[src/pkg/asmr_pkg.sv]
// Package with the map, field layout, reset values and carriers of the status and mode registers.
package asmr_pkg;

  // ****************************************************************
  // Register addresses
  // ****************************************************************
  localparam logic [5:0] ADDR_DEVICE_IDENTITY = 6'h00;
  localparam logic [5:0] ADDR_STATUS_FLAGS    = 6'h01;
  localparam logic [5:0] ADDR_MODE_CONTROL    = 6'h02;

  // ****************************************************************
  // Identification contents
  // ****************************************************************
  // Upper nibble code: the value is arbitrary.
  localparam logic [3:0] ID_FAMILY_CODE      = 4'h5;
  localparam logic [3:0] CHANNEL_COUNT_FIELD = 4'h8;
  // Revision byte: the value is arbitrary.
  localparam logic [7:0] ID_REVISION_CODE    = 8'hA5;

  // ****************************************************************
  // Field positions
  // ****************************************************************
  localparam int BIT_LOCK          = 15;
  localparam int BIT_REALIGN       = 14;
  localparam int BIT_REGMAP_CHG    = 13;
  localparam int BIT_RX_CRC_ERR    = 12;
  localparam int BIT_CRC_TYPE      = 11;
  localparam int BIT_RESET_SEEN    = 10;
  localparam int BIT_WORD_SIZE_HI  = 9;
  localparam int BIT_WORD_SIZE_LO  = 8;
  localparam int BIT_SRC_SEL_HI    = 3;
  localparam int BIT_SRC_SEL_LO    = 2;
  localparam int BIT_IDLE_FLOAT    = 1;
  localparam int BIT_PULSE_FORMAT  = 0;

  // ****************************************************************
  // Reset values
  // ****************************************************************
  localparam logic [15:0] STATUS_RST = 16'h0500;
  localparam logic [15:0] MODE_RST   = 16'h0510;
  // Mode bits 15:14 always read zero.
  localparam logic [15:0] MODE_WMASK = 16'h3FFF;

  // ****************************************************************
  // Ready pin source selection
  // ****************************************************************
  localparam logic [1:0] SRC_LAGGING = 2'h0;
  localparam logic [1:0] SRC_ANY_OR  = 2'h1;

  // ****************************************************************
  // Timing
  // ****************************************************************
  localparam int CLK_PERIOD_NS  = 5;
  localparam int PULSE_TIME_NS  = 40;
  localparam int PULSE_CYC      = (PULSE_TIME_NS + CLK_PERIOD_NS - 1) / CLK_PERIOD_NS;
  localparam logic [3:0] PULSE_CYC_W = PULSE_CYC[3:0];

  // ****************************************************************
  // Carriers
  // ****************************************************************
  typedef struct packed {
    logic        rd;
    logic        wr;
    logic [5:0]  addr;
    logic [15:0] wdata;
  } asmr_req_s;

  typedef struct packed {
    logic       lock;
    logic       resync;
    logic       regmap_chg;
    logic       rx_crc_err;
    logic [7:0] new_data;
    logic [7:0] data_taken;
    logic [7:0] ch_enable;
  } asmr_evt_s;

endpackage

[src/verilog/asmr_sticky.sv]
// Bank of sticky flags in which a set wins over a clear in the same cycle.
`timescale 1ns/1ps

module asmr_sticky #(
  parameter int          W       = 1,
  parameter logic [W-1:0] RST_VAL = '0
) (
  input  wire logic         i_clk_sys,
  input  wire logic         i_rstn,
  input  wire logic [W-1:0] i_set,
  input  wire logic [W-1:0] i_clr,
  output logic      [W-1:0] o_flag
);

  // Each flag holds until cleared; a set in the clear cycle is kept.
  always_ff @(posedge i_clk_sys)
  begin
    if (!i_rstn)
    begin
      o_flag <= RST_VAL;
    end
    else
    begin
      o_flag <= i_set | (o_flag & ~i_clr);
    end
  end

endmodule

[src/verilog/asmr_regs.sv]
// Identification, status and mode registers with the sample-ready pin logic.
`timescale 1ns/1ps

// Overview of operation
// - Read-only identification word at address zero.
// - Low identification byte is revision dependent.
// - Status word at address one, resets 0500h.
// - Status bit 15 shows interface lock.
// - Status bit 14 set on each resynchronization.
// - Status bit 13 flags register checksum change.
// - Status bit 12 flags input checksum error.
// - Status bit 11 shows checksum polynomial type.
// - Status bit 10 set after any reset.
// - Status bits 9:8 show data word length.
// - Status bits 7:0 show per-channel new data.
// - Mode register at address two, resets 0510h.
// - Writing zero to mode bit 10 clears flag.
// - Mode bits 3:2 choose ready pin source.
// - Mode bit 1 floats idle ready pin.
// - Mode bit 0 selects level or pulse.

module asmr_regs (
  input  wire logic                 i_clk_sys,
  input  wire logic                 i_rstn,
  input  wire asmr_pkg::asmr_req_s  i_req,
  input  wire asmr_pkg::asmr_evt_s  i_evt,
  output logic                      o_reg_ack,
  output logic [15:0]               o_reg_rdata,
  output logic                      o_sample_ready_pin,
  output logic                      o_sample_ready_pin_oe_n
);
  import asmr_pkg::*;

  // ****************************************************************
  // Declarations
  // ****************************************************************
  logic [15:0] mode_reg;
  logic        lock_state;
  logic [2:0]  event_flags;
  logic [0:0]  reset_seen;
  logic [7:0]  channel_new_data_flags;
  logic [15:0] status_word;
  logic [15:0] id_word;
  logic        status_rd;
  logic        mode_wr;
  logic        reset_clear;
  logic        ready_level;
  logic        ready_level_q;
  logic        pulse_active;
  logic [3:0]  pulse_cnt;
  logic        drive_low;
  logic [7:0]  en_flags;

  // ****************************************************************
  // Decode
  // ****************************************************************
  // Only the mode address accepts writes; writes elsewhere are dropped.
  assign mode_wr     = i_req.wr && (i_req.addr == ADDR_MODE_CONTROL);
  assign status_rd   = i_req.rd && (i_req.addr == ADDR_STATUS_FLAGS);
  assign reset_clear = mode_wr && !i_req.wdata[BIT_RESET_SEEN];

  // ****************************************************************
  // Identification
  // ****************************************************************
  // Fixed word; nothing a host does can alter it.
  assign id_word = {ID_FAMILY_CODE, CHANNEL_COUNT_FIELD, ID_REVISION_CODE};

  // ****************************************************************
  // Mode register
  // ****************************************************************
  // Bit 10 is stored here but never read back; reads return the reset-seen flag.
  always_ff @(posedge i_clk_sys)
  begin
    if (!i_rstn)
    begin
      mode_reg <= MODE_RST;
    end
    else if (mode_wr)
    begin
      mode_reg <= i_req.wdata & MODE_WMASK;
    end
  end

  // ****************************************************************
  // Status sources
  // ****************************************************************
  // Lock level is registered so the status word is glitch free.
  always_ff @(posedge i_clk_sys)
  begin
    if (!i_rstn)
    begin
      lock_state <= 1'b0;
    end
    else
    begin
      lock_state <= i_evt.lock;
    end
  end

  // Resync, register checksum and input checksum flags clear on a status read.
  asmr_sticky #(
    .W       (3),
    .RST_VAL (3'h0)
  ) u_event_flags (
    .i_clk_sys (i_clk_sys),
    .i_rstn    (i_rstn),
    .i_set     ({i_evt.resync, i_evt.regmap_chg, i_evt.rx_crc_err}),
    .i_clr     ({3{status_rd}}),
    .o_flag    (event_flags)
  );

  // Reset-seen flag comes up set and only a host write of zero clears it.
  asmr_sticky #(
    .W       (1),
    .RST_VAL (1'h1)
  ) u_reset_seen (
    .i_clk_sys (i_clk_sys),
    .i_rstn    (i_rstn),
    .i_set     (1'b0),
    .i_clr     (reset_clear),
    .o_flag    (reset_seen)
  );

  // Per-channel new-data flags clear when that channel's data is taken.
  asmr_sticky #(
    .W       (8),
    .RST_VAL (8'h00)
  ) u_new_data (
    .i_clk_sys (i_clk_sys),
    .i_rstn    (i_rstn),
    .i_set     (i_evt.new_data),
    .i_clr     (i_evt.data_taken),
    .o_flag    (channel_new_data_flags)
  );

  // Status word assembly; type and word size mirror the mode settings.
  always_comb
  begin
    status_word                   = 16'h0000;
    status_word[BIT_LOCK]         = lock_state;
    status_word[BIT_REALIGN]      = event_flags[2];
    status_word[BIT_REGMAP_CHG]   = event_flags[1];
    status_word[BIT_RX_CRC_ERR]   = event_flags[0];
    status_word[BIT_CRC_TYPE]     = mode_reg[BIT_CRC_TYPE];
    status_word[BIT_RESET_SEEN]   = reset_seen[0];
    status_word[BIT_WORD_SIZE_HI] = mode_reg[BIT_WORD_SIZE_HI];
    status_word[BIT_WORD_SIZE_LO] = mode_reg[BIT_WORD_SIZE_LO];
    status_word[7:0]              = channel_new_data_flags;
  end

  // ****************************************************************
  // Read port
  // ****************************************************************
  // Read data and acknowledge appear one cycle after the request.
  always_ff @(posedge i_clk_sys)
  begin
    if (!i_rstn)
    begin
      o_reg_ack   <= 1'b0;
      o_reg_rdata <= 16'h0000;
    end
    else
    begin
      o_reg_ack <= i_req.rd || i_req.wr;
      if (i_req.rd)
      begin
        unique case (i_req.addr)
          ADDR_DEVICE_IDENTITY: o_reg_rdata <= id_word;
          ADDR_STATUS_FLAGS:    o_reg_rdata <= status_word;
          ADDR_MODE_CONTROL:    o_reg_rdata <= {mode_reg[15:11], reset_seen[0], mode_reg[9:0]};
          default:              o_reg_rdata <= 16'h0000;
        endcase
      end
    end
  end

  // ****************************************************************
  // Sample-ready pin
  // ****************************************************************
  // Source selection over the enabled channels only.
  assign en_flags = channel_new_data_flags & i_evt.ch_enable;

  always_comb
  begin
    ready_level = 1'b0;
    if (i_evt.ch_enable != 8'h00)
    begin
      if (mode_reg[BIT_SRC_SEL_HI:BIT_SRC_SEL_LO] == SRC_LAGGING)
      begin
        ready_level = &(channel_new_data_flags | ~i_evt.ch_enable);
      end
      else
      begin
        ready_level = |en_flags;
      end
    end
  end

  // A rising ready level starts one fixed-length low pulse.
  always_ff @(posedge i_clk_sys)
  begin
    if (!i_rstn)
    begin
      ready_level_q <= 1'b0;
      pulse_active  <= 1'b0;
      pulse_cnt     <= 4'h0;
    end
    else
    begin
      ready_level_q <= ready_level;
      if (ready_level && !ready_level_q)
      begin
        pulse_active <= 1'b1;
        pulse_cnt    <= PULSE_CYC_W;
      end
      else if (pulse_cnt > 4'h1)
      begin
        pulse_cnt <= pulse_cnt - 4'h1;
      end
      else
      begin
        pulse_active <= 1'b0;
        pulse_cnt    <= 4'h0;
      end
    end
  end

  // Level format holds low while data waits; pulse format only for the pulse.
  assign drive_low = mode_reg[BIT_PULSE_FORMAT] ? pulse_active : ready_level;

  // Idle pin is driven high or released, as the float bit says.
  always_ff @(posedge i_clk_sys)
  begin
    if (!i_rstn)
    begin
      o_sample_ready_pin      <= 1'b1;
      o_sample_ready_pin_oe_n <= 1'b0;
    end
    else
    begin
      o_sample_ready_pin      <= !drive_low;
      o_sample_ready_pin_oe_n <= !drive_low && mode_reg[BIT_IDLE_FLOAT];
    end
  end

  // ****************************************************************
  // Assertions
  // ****************************************************************
  a_id_read_fixed: assert property (@(posedge i_clk_sys) disable iff (!i_rstn)
    (i_req.rd && i_req.addr == ADDR_DEVICE_IDENTITY)
    |=> (o_reg_rdata == {ID_FAMILY_CODE, CHANNEL_COUNT_FIELD, ID_REVISION_CODE}))
    else $error("identification read returned a wrong word");

  a_status_reset_val: assert property (@(posedge i_clk_sys)
    !i_rstn |=> (status_word == STATUS_RST))
    else $error("status word not at reset value after reset");

  a_lock_follows: assert property (@(posedge i_clk_sys) disable iff (!i_rstn)
    ##1 (status_word[BIT_LOCK] == $past(i_evt.lock)))
    else $error("lock bit does not follow lock state");

  a_resync_sticky: assert property (@(posedge i_clk_sys) disable iff (!i_rstn)
    i_evt.resync |=> status_word[BIT_REALIGN] ##1 (status_word[BIT_REALIGN] || $past(status_rd)))
    else $error("resync flag lost");

  a_regmap_flag: assert property (@(posedge i_clk_sys) disable iff (!i_rstn)
    i_evt.regmap_chg |=> status_word[BIT_REGMAP_CHG])
    else $error("register checksum flag not set");

  a_crc_err_flag: assert property (@(posedge i_clk_sys) disable iff (!i_rstn)
    (i_evt.rx_crc_err && status_rd) |=> status_word[BIT_RX_CRC_ERR])
    else $error("input checksum error lost against clear");

  a_copy_fields: assert property (@(posedge i_clk_sys) disable iff (!i_rstn)
    mode_wr |=> (status_word[11:8] == {$past(i_req.wdata[11]), $past(reset_seen[0]) && $past(i_req.wdata[10]),
                                       $past(i_req.wdata[9:8])}))
    else $error("status type or length not following mode");

  a_reset_clear: assert property (@(posedge i_clk_sys) disable iff (!i_rstn)
    reset_clear |=> !status_word[BIT_RESET_SEEN] && !reset_seen[0])
    else $error("reset flag not cleared by mode write");

  a_new_data_set: assert property (@(posedge i_clk_sys) disable iff (!i_rstn)
    (i_evt.new_data != 8'h00) |=> ((status_word[7:0] & $past(i_evt.new_data)) == $past(i_evt.new_data)))
    else $error("new data flag not set");

  a_mode_write: assert property (@(posedge i_clk_sys) disable iff (!i_rstn)
    mode_wr |=> (mode_reg == ($past(i_req.wdata) & MODE_WMASK)))
    else $error("mode register write not stored");

  a_lagging_src: assert property (@(posedge i_clk_sys) disable iff (!i_rstn)
    (mode_reg[3:2] == SRC_LAGGING && i_evt.ch_enable != 8'h00 && !mode_reg[0]
     && ((channel_new_data_flags & i_evt.ch_enable) != i_evt.ch_enable)) |=> o_sample_ready_pin)
    else $error("lagging source asserted before all channels ready");

  a_idle_float: assert property (@(posedge i_clk_sys) disable iff (!i_rstn)
    (!drive_low && mode_reg[BIT_IDLE_FLOAT]) |=> (o_sample_ready_pin_oe_n && o_sample_ready_pin))
    else $error("idle ready pin not released");

  a_pulse_width: assert property (@(posedge i_clk_sys) disable iff (!i_rstn)
    (ready_level && !ready_level_q && mode_reg[0]) |=> pulse_active[*8])
    else $error("ready pulse shorter than its fixed length");

  // A new rise may restart the pulse, so the end is only checked while the level stays up.
  a_pulse_end: assert property (@(posedge i_clk_sys) disable iff (!i_rstn)
    (ready_level && !ready_level_q && mode_reg[0]) ##1 ready_level[*8] |=> !pulse_active)
    else $error("ready pulse longer than its fixed length");

endmodule

[config.mk]
export PLATFORM = sky130hd
export DESIGN_NAME = asmr_regs
export DESIGN_NICKNAME = d
export VERILOG_FILES = /design/src/pkg/asmr_pkg.sv /design/src/verilog/asmr_sticky.sv /design/src/verilog/asmr_regs.sv
export SDC_FILE = /design/constraint.sdc
export NUM_CORES = 1
export LEC_CHECK = 0
export BUFFER_PORTS_ARGS = -buffer_cell sky130_fd_sc_hd__buf_2
export CORE_AREA = 2 2 84 86
export DETAILED_ROUTE_END_ITERATION = 6
export DIE_AREA = 0 0 86 88
export PLACE_DENSITY = 0.56
export SETUP_SLACK_MARGIN = 0.02
export SYNTH_ARGS = -nofsm -noshare
export SYNTH_HDL_FRONTEND = slang
export SYNTH_SLANG_ARGS = --single-unit
[constraint.sdc]
create_clock -name i_clk_sys -period 1.2 [get_ports i_clk_sys]
set_input_delay 0.12 -clock i_clk_sys [delete_from_list [all_inputs] [get_ports i_clk_sys]]
set_output_delay 0.12 -clock i_clk_sys [all_outputs]
set_load 0.005 [all_outputs]
==> Word level (Yosys, flattened, before mapping) <==
Index checks and enable logic that the tools add are counted.
{ "op_classes": {"mux": 8, "addsub": 1, "reduce_logical": 15, "n_shift": 0, "eq_ne": 3, "n_lt_le_gt_ge": 1, "n_bitwise": 13, "multipliers": 0, "div": 0} }
{ "ops": {"columns": ["operator", "count"], "rows": [
  ["case mux 16 bit (3 select lines)", 1],
  ["AND 8 bit", 2],
  ["NOT 8 bit", 2],
  ["OR 8 bit", 2],
  ["2-to-1 mux 4 bit", 2],
  ["AND reduction 8 bit", 1],
  ["nonzero test 8 bit", 1],
  ["OR reduction 8 bit", 1],
  ["== test 6 x 1 -> 1 bit, second input constant", 1],
  ["== test 6 x 2 -> 1 bit, second input constant", 1],
  ["logical NOT 6 bit", 1],
  ["logical AND 1 bit", 5],
  ["2-to-1 mux 1 bit", 5],
  ["greater-than comparator 4 x 1 -> 1 bit, second input constant", 1],
  ["subtractor 4 x 1 -> 4 bit, second input constant", 1],
  ["AND 3 bit", 1],
  ["logical NOT 1 bit", 3],
  ["NOT 1 bit", 3],
  ["NOT 3 bit", 1],
  ["OR 3 bit", 1],
  ["OR reduction 3 bit", 1],
  ["logical NOT 2 bit", 1],
  ["!= test 2 bit, second input constant", 1],
  ["AND 1 bit", 1],
  ["logical OR 1 bit", 1]
]} }
{ "word_totals": {"rom_bits": 0, "inputBits": 54, "latch_bits": 0, "ramBits": 0, "n_memories": 0, "elab_cells": 54, "regBits": 52} }

==> Logic depth before layout (Yosys ltp) <==
Gate-level depths: netlist of run 1.
{ "logic_depth": {"depth_word": 8, "mapped_depth": 6, "mapped_depth_nobuf": 6} }

==> Hierarchy <==
Synthesis of run 1 repeated with hierarchy kept, for this count alone.
{ "hier_totals": {"cells_unflattened": 237, "area_unflattened_um2": 2238.4} }
{ "by_module_without_submodules": {"columns": ["mod", "n_inst", "cells_per_inst", "area_each_um2", "seq_area_each_um2"], "rows": [
  ["asmr_regs", 1, 200, 1742.9, 780.7],
  ["asmr_sticky (u_new_data)", 1, 25, 337.8, 160.2],
  ["asmr_sticky (u_event_flags)", 1, 9, 123.9, 60.1],
  ["asmr_sticky (u_reset_seen)", 1, 3, 33.8, 20.0]
]} }

==> Worst setup path before layout of run 1 <==
Ideal clock, no wire load.
{ "synth_path": {"path_kind": "register to register", "start": "register pulse_cnt[0]", "end": "register pulse_active", "setup_slack_ns": -0.117, "arrival_time_ns": 1.199, "path_stages_with_launch": 7, "n_path_buf": 0, "path_cell_list": "dfxtp_1 > inv_1 > ha_1 > nor2_1 > o31ai_1 > inv_1 > a32o_1"} }
{ "synth_between": {"elab_chain_len": 2} }
{ "synth_rtl": {"columns": ["item", "line", "source"], "rows": [
  ["from (decl)", "asmr_regs.sv:50", "logic [3:0] pulse_cnt;"],
  ["from (signal assigned)", "asmr_regs.sv:218", "pulse_cnt <= pulse_cnt - 4'h1;"],
  ["greater-than comparator 4 x 1 -> 1 bit", "asmr_regs.sv:216", "else if (pulse_cnt > 4'h1)"],
  ["!= test 2 bit (no source line)", null, null],
  ["to (signal assigned)", "asmr_regs.sv:205", "pulse_active <= 1'b0;"],
  ["to (signal assigned)", "asmr_regs.sv:213", "pulse_active <= 1'b1;"],
  ["to (signal assigned)", "asmr_regs.sv:222", "pulse_active <= 1'b0;"],
  ["to (decl)", "asmr_regs.sv:49", "logic pulse_active;"]
]} }
No other way between the ends.
A chain may end at the register's enable or synchronous reset.

==> Worst setup path in the final report of run 1 <==
{ "layout_path": {"start": "register u_new_data.o_flag[1]", "end": "register pulse_cnt[3]"} }
{ "layout_between": {"elab_chain_len": 6, "word_cells_on_any_way": 8, "cone_classes": "mux (3); bitwise (2); reduce/logical (3)"} }
{ "layout_rtl": {"columns": ["item", "line", "source"], "rows": [
  ["from (decl)", "asmr_sticky.sv:12", "output logic [W-1:0] o_flag"],
  ["from (signal assigned)", "asmr_sticky.sv:24", "o_flag <= i_set | (o_flag & ~i_clr);"],
  ["AND 8 bit or OR 8 bit (tied branches)", "asmr_regs.sv:181, asmr_regs.sv:190", null],
  ["OR reduction 8 bit or AND reduction 8 bit (tied branches)", "asmr_regs.sv:194, asmr_regs.sv:190", null],
  ["2-to-1 mux 1 bit (*)", "asmr_regs.sv:188", "if (mode_reg[BIT_SRC_SEL_HI:BIT_SRC_SEL_LO] == SRC_LAGGING)"],
  ["2-to-1 mux 1 bit (*)", "asmr_regs.sv:186", "if (i_evt.ch_enable != 8'h00)"],
  ["logical AND 1 bit (*)", "asmr_regs.sv:211", "if (ready_level && !ready_level_q)"],
  ["2-to-1 mux 4 bit (*)", "asmr_regs.sv:211", null]
]} }
Mark *: on every way between the ends. The rest lies on a longest branch, timed or not.

==> results.yml, run 1 <==
power_and_ir_drop:
  p_sw_mw: 1.04
  combPwrFrac_pct: 20.6
  power_density_nw_per_um2: 1290
  p_int_mw: 2.89
  seqPwrFrac_pct: 48.0
  vdd_drop_max_v: 0.000465
  switching_share_pct: 26.5
  p_leak_nw: 1.30
  clkPwrFrac_pct: 31.5
timing:
  grt_setup_unrepaired: "true"
  slew-limit-headroom_pct: 70.2
  clock.fmax_mhz: 738
  setup-violations-final: 8
  finClkSkew_ns: 0.00741
  slew_viol_final: 0
  post-route-period-util_pct: 113
  timing.final.ws_setup_ns: -0.155
  finalHoldViolations: 0
  fin_crit_ns: 1.35
  tightest_slew_ns: 0.447
die:
  fp.dieArea_um2: 7570
  num_rows: 30
  initial_core_util_pct: 34.0
  die-width_um: 86
  ios: 73
  core_um2: 6640
  die_y_um: 88
critical_path:
  cp-end-kind: "flop"
  cpLargestDelayFamily: "compound AO/OA/AOI/OAI gates"
  cp.arrival_ns: 1.57
  crit_slowest_cell: "dfxtp_2"
  worst-path-buf-inv: 0
  rrSetupSlack_ns: -0.15
  cp_max_fo: 8
  setup.worst_path.class: "flop to flop"
  crit_path_start_kind: "flop"
  required_ns: 1.41
  critPathMaxStageDelay_ns: 0.34
  crit_chain: "a222oi_1, and3_1, a22oi_2, a32o_1"
finish:
  seqCellArea_um2: 1040
  fin_nets: 394
  fillers: 675
  area_growth_pct: 34.5
  post-route-util_pct: 45.8
  mostFrequentLayoutCells: "buf_2, dfxtp_1, nor2b_1"
  layout-drive-gt1-share_pct: 40.4
  largest_register_ffs: 16
  mostFrequentLayoutCell: "buf_2"
  n_antenna_cell: 0
  fin_cells: 419
  multiInputGateArea_um2: 1150
synth:
  yosys.area_share.simple_pct: 23.2
  async_flop_share_pct: 0
  ys_seq_area_share_pct: 45.2
  synth_xor_area_share_pct: 0.775
  synth_top_family_by_area: "simple AND/OR/NAND/NOR gates"
  synth-adder-area-share_pct: 1.11
  synth_cell_types: 45
  ys.flop_type: "dfxtp_1"
  avgSynthCellArea_um2: 9.19
  syn_area_um2: 2260
  syn_inst: 246
  synth_edf_count: 0
  muxShareOfSynthArea_pct: 0.498
  synth_nets: 302
  ys_seq_elements: 51
  yosys_warnings: 0
  synth_compound_area_share_pct: 22.4
clock_tree:
  cts_hold_buf: 0
  worstSkewPairLatency_ns: 0.31
  clock-sinks: 51
  clkTransAtPathRegs_ns: 0.10
  clk_path_buf_depth: 2
  cts_tree: "built"
  cts_made_buffers: 5
  ctsHtreeMaxLevel: 2
  clock-root-buffer: "clkbuf_8"
detailed_routing:
  post-route-drc-count: 0
  drt-wirelength-per-cell_um: 13.7
  routed_wl_mm: 5.72
  first_pass_iters: 4
  ant_nets: 0
  vias: 2025
  viasPerCell: 4.83
  initialDrtViolationCount: 94
place:
  post-place-cells: 411
  post-place-ws_ns: -0.174
  globalplace.congestion: 0.829
  port_buffers: 70
  hpwl_mm: 4.36
global_routing:
  grt_overflow: 0
  grt_pass1_vias: 1952
  grt_start_max_net_pins: 27
  grt_usage_pct: 15.3
  antenna_found_initial: 0
  grt_pass1_wl_mm: 9.06
outcome:
  violations: "setup timing"
  status: "complete, but fails checks"
worst_hold_path:
  hold_path_class: "input port to flop"
job:
  maxCapViolations: 0
[metrics by stage]
step                      power, mW  hold WS (ns)  cell area (um^2)  TNS [ns]
after global placement         2.70         0.332              2900     -2.26
after floorplan                2.39         0.230              2320   -0.0466
after detailed placement       2.69         0.332              2900     -3.33
final                          3.93        0.0118              3040    -0.897
after CTS                      3.93       0.00687              3030    -0.837
after global routing           4.10       0.00944              3040     -1.66
[worst paths after layout]
check,from,endpoint,depth (start not counted)
hold reg to reg,mode_reg[13]$_SDFFE_PN0P_,mode_reg[13]$_SDFFE_PN0P_,2
setup / recovery,u_new_data.o_flag[1]$_SDFF_PN0_,pulse_cnt[3]$_SDFF_PN0_,4
hold / removal,i_evt[20],u_new_data.o_flag[4]$_SDFF_PN0_,2
setup reg to reg,u_new_data.o_flag[1]$_SDFF_PN0_,pulse_cnt[3]$_SDFF_PN0_,4
[routing by layer]
layer | global-route usage (%) | part of all wire (%) | vias up
met4 | 5.34 | 1.3 | 0
met1 | 20.1 | 48 | 916
met2 | 24.9 | 45 | 62
li1 | - | - | 1041
met3 | 3.39 | 6.4 | 6
met5 | 0 | 0 | -
[power groups by stage]
stage               clock [mW]  combinational, mW  sequential [mW]
finish                    1.24              0.808             1.89
global route              1.32              0.889             1.90
CTS                       1.27              0.777             1.89
detailed placement           0              0.770             1.92
global placement             0              0.778             1.92
floorplan                    0              0.481             1.90
[synthesized netlist by cell type (5+ instances only)]
cell type,count,share of area (%)
nand2_1,31,5.1
inv_1,18,3.0
nor2b_1,38,11
a21oi_1,5,1.1
a22oi_1,6,2.0
a21boi_0,5,1.7
o21a_1,9,3.0
o22ai_1,9,2.5
a31oi_1,6,1.7
dfxtp_1,51,45
a21boi_1,8,2.7
clkbuf_1,5,0.83
[kinds of logic (layout without fill, tap and decap cells)]
family	after synthesis	after routing
xor+xnor	2	2
buf+inv	33	126
simple gates	92	92
flops	51	51
compound gates	65	65
fa+ha+maj	2	2
mux	1	1
[what timing repair did]
item                       CTS  global route
pin swaps                    4             3
resized for setup            4             4
setup buffers                0             0
setup endpoints to repair    8             8
[cell type report]
cell class	count	share of cell area, %
multi-input combinational	162	37.8
timing repair buffer	99	18.7
clock buffer	5	2.26
sequential	51	34.1
tap	80	3.29
clock inverter	3	1.52
inverter	19	2.34
No activity file was read; power rests on OpenSTA's default activity.
==> run 2: changes to the inputs <==
==> constraint.sdc (replaced) <==
create_clock -name i_clk_sys -period 1.2 [get_ports i_clk_sys]
set_input_delay 0.06 -clock i_clk_sys [delete_from_list [all_inputs] [get_ports i_clk_sys]]
set_output_delay 0.06 -clock i_clk_sys [all_outputs]
set_load 0.005 [all_outputs]
==> results.yml, run 2 (synthesis gave the netlist of run 1 again) <==
power_and_ir_drop:
  p_leak_nw: 1.37
  power_density_nw_per_um2: 1160
  vdd_drop_max_v: 0.000476
critical_path:
  critPathMaxStageDelay_ns: 0.34
  worst-path-buf-inv: 0
  cp.arrival_ns: 1.51
  crit_path_start_kind: "flop"
  cp_max_fo: 8
  required_ns: 1.40
  cp-end-kind: "flop"
  crit_chain: "a222oi_1, and3_1, a22oi_2, a32o_1"
  setup.worst_path.class: "flop to flop"
  cpLargestDelayFamily: "compound AO/OA/AOI/OAI gates"
  crit_slowest_cell: "dfxtp_2"
outcome:
  status: "complete, but fails checks"
  violations: "setup timing"
place:
  globalplace.congestion: 0.837
  port_buffers: 70
  hpwl_mm: 4.23
  post-place-cells: 408
timing:
  post-route-period-util_pct: 109
  slew_viol_final: 0
  grt_setup_unrepaired: "true"
  timing.hold.ws_ns: 0.00752
  finalSetupTns_ns: -0.554
  tightest_slew_ns: 0.423
  finClkSkew_ns: 0.00623
  finalHoldViolations: 0
  timing.final.ws_setup_ns: -0.111
  fin_crit_ns: 1.31
  clock.fmax_mhz: 763
  setup-violations-final: 8
  slew-limit-headroom_pct: 71.8
global_routing:
  grt_pass1_vias: 1992
  grt.met1_usage_pct: 20.5
  grt_overflow: 0
  antenna_found_initial: 0
  grtUsageMet3_pct: 3.30
  grt_pass1_wl_mm: 9.36
  top_usage_layer: "met2"
  use_met2_pct: 26.1
  grt_start_max_net_pins: 29
  grt_usage_pct: 15.7
clock_tree:
  worstSkewPairLatency_ns: 0.30
  clk_path_buf_depth: 2
  postCtsSetupBuffers: 0
  clock-sinks: 51
  cts_tree: "built"
  cts_made_buffers: 5
  ctsHtreeMaxLevel: 2
  clkTransAtPathRegs_ns: 0.09
  clock-root-buffer: "clkbuf_8"
finish:
  mostFrequentLayoutCells: "buf_2, dfxtp_1, nor2b_1"
  largest_register_ffs: 16
  area_growth_pct: 42.7
  fin_nets: 413
  mostFrequentLayoutCell: "buf_2"
  fin_cells: 438
  n_antenna_cell: 0
  fillers: 631
  layout-drive-gt1-share_pct: 36.9
detailed_routing:
  initialDrtViolationCount: 104
  vias: 2107
  post-route-drc-count: 0
  first_pass_iters: 5
  routed_wl_mm: 5.79
  viasPerCell: 4.81
  ant_nets: 0
  drt-wirelength-per-cell_um: 13.2
die:
  initial_core_util_pct: 34.0
  ios: 73
  die_y_um: 88
  core_um2: 6640
  die-width_um: 86
  num_rows: 30
  fp.dieArea_um2: 7570
job:
  maxCapViolations: 0
worst_hold_path:
  hold_path_class: "input port to flop"
## run 2: cell count changes in the layout (fill, tap and decap cells not counted)
cell,change
clkbuf_1,+1
buf_12,+1
inv_6,-1
dlygate4sd3_1,+22
a311oi_2,-2
clkbuf_8,+1
a41oi_2,+1
clkinv_4,+1
clkinvlp_4,-1
buf_4,-4
a311oi_1,+2
a41oi_1,-1
bufinv_16,-1
## run 2: worst paths after layout
check	start	endpoint	slack [ns]	depth (start not counted)
hold / removal	i_req[1]	mode_reg[1]$_SDFFE_PN0P_	0.008	3
setup / recovery	u_new_data.o_flag[1]$_SDFF_PN0_	pulse_cnt[3]$_SDFF_PN0_	-0.11	4
hold reg to reg	mode_reg[6]$_SDFFE_PN0P_	mode_reg[6]$_SDFFE_PN0P_	0.46	2
setup reg to reg	u_new_data.o_flag[1]$_SDFF_PN0_	pulse_cnt[3]$_SDFF_PN0_	-0.11	4
## run 2: timing repair
item                                    4_1_cts  5_1_grt
pin swaps                                     5        3
endpoints found under the setup margin        8        8
endpoints found under the hold margin        22        0
gates resized for setup                       4        3
hold buffers                                 22        0
## run 2: where the power goes
part	switching [mW]	internal, mW	total [mW]
clock network	0.561	0.474	1.03
registers	0.0900	1.80	1.89
logic	0.347	0.487	0.834
## run 2: final cells by class
class / instances / area (um^2) / share of cell area, %
multi-input combinational: 162 / 1150 / 35.5
clock inverter: 1 / 8.76 / 0.271
tap: 80 / 100 / 3.10
inverter: 19 / 71.3 / 2.21
timing repair buffer: 118 / 778 / 24.1
sequential: 51 / 1040 / 32.1
clock buffer: 7 / 86.3 / 2.68
## run 2: worst register-to-register path: stages, from the launching register on
cell      delay (ns)
dfxtp_2         0.34
a222oi_1        0.27
and3_1          0.21
a22oi_2         0.13
a32o_1          0.27
## run 2: through the flow
stage,power (mW),setup slack [ns],utilization [%],cell area (um^2)
final,3.75,-0.111,48.6,3230
after global routing,3.98,-0.187,48.6,3230
after CTS,3.79,-0.105,48.3,3210
after detailed placement,2.71,-0.106,43.5,2890
after global placement,2.69,-0.115,43.5,2890
after floorplan,2.39,-0.0302,-,2320
## run 2: routing by layer
| metal | up-vias | share of wire (%) | wire length, um |
|---|---|---|---|
| met2 | 66 | 45 | 2600 |
| met4 | 0 | 1.0 | 59 |
| met3 | 5 | 6.2 | 361 |
| li1 | 1081 | - | - |
| met1 | 955 | 48 | 2760 |
| met5 | - | 0 | 0 |
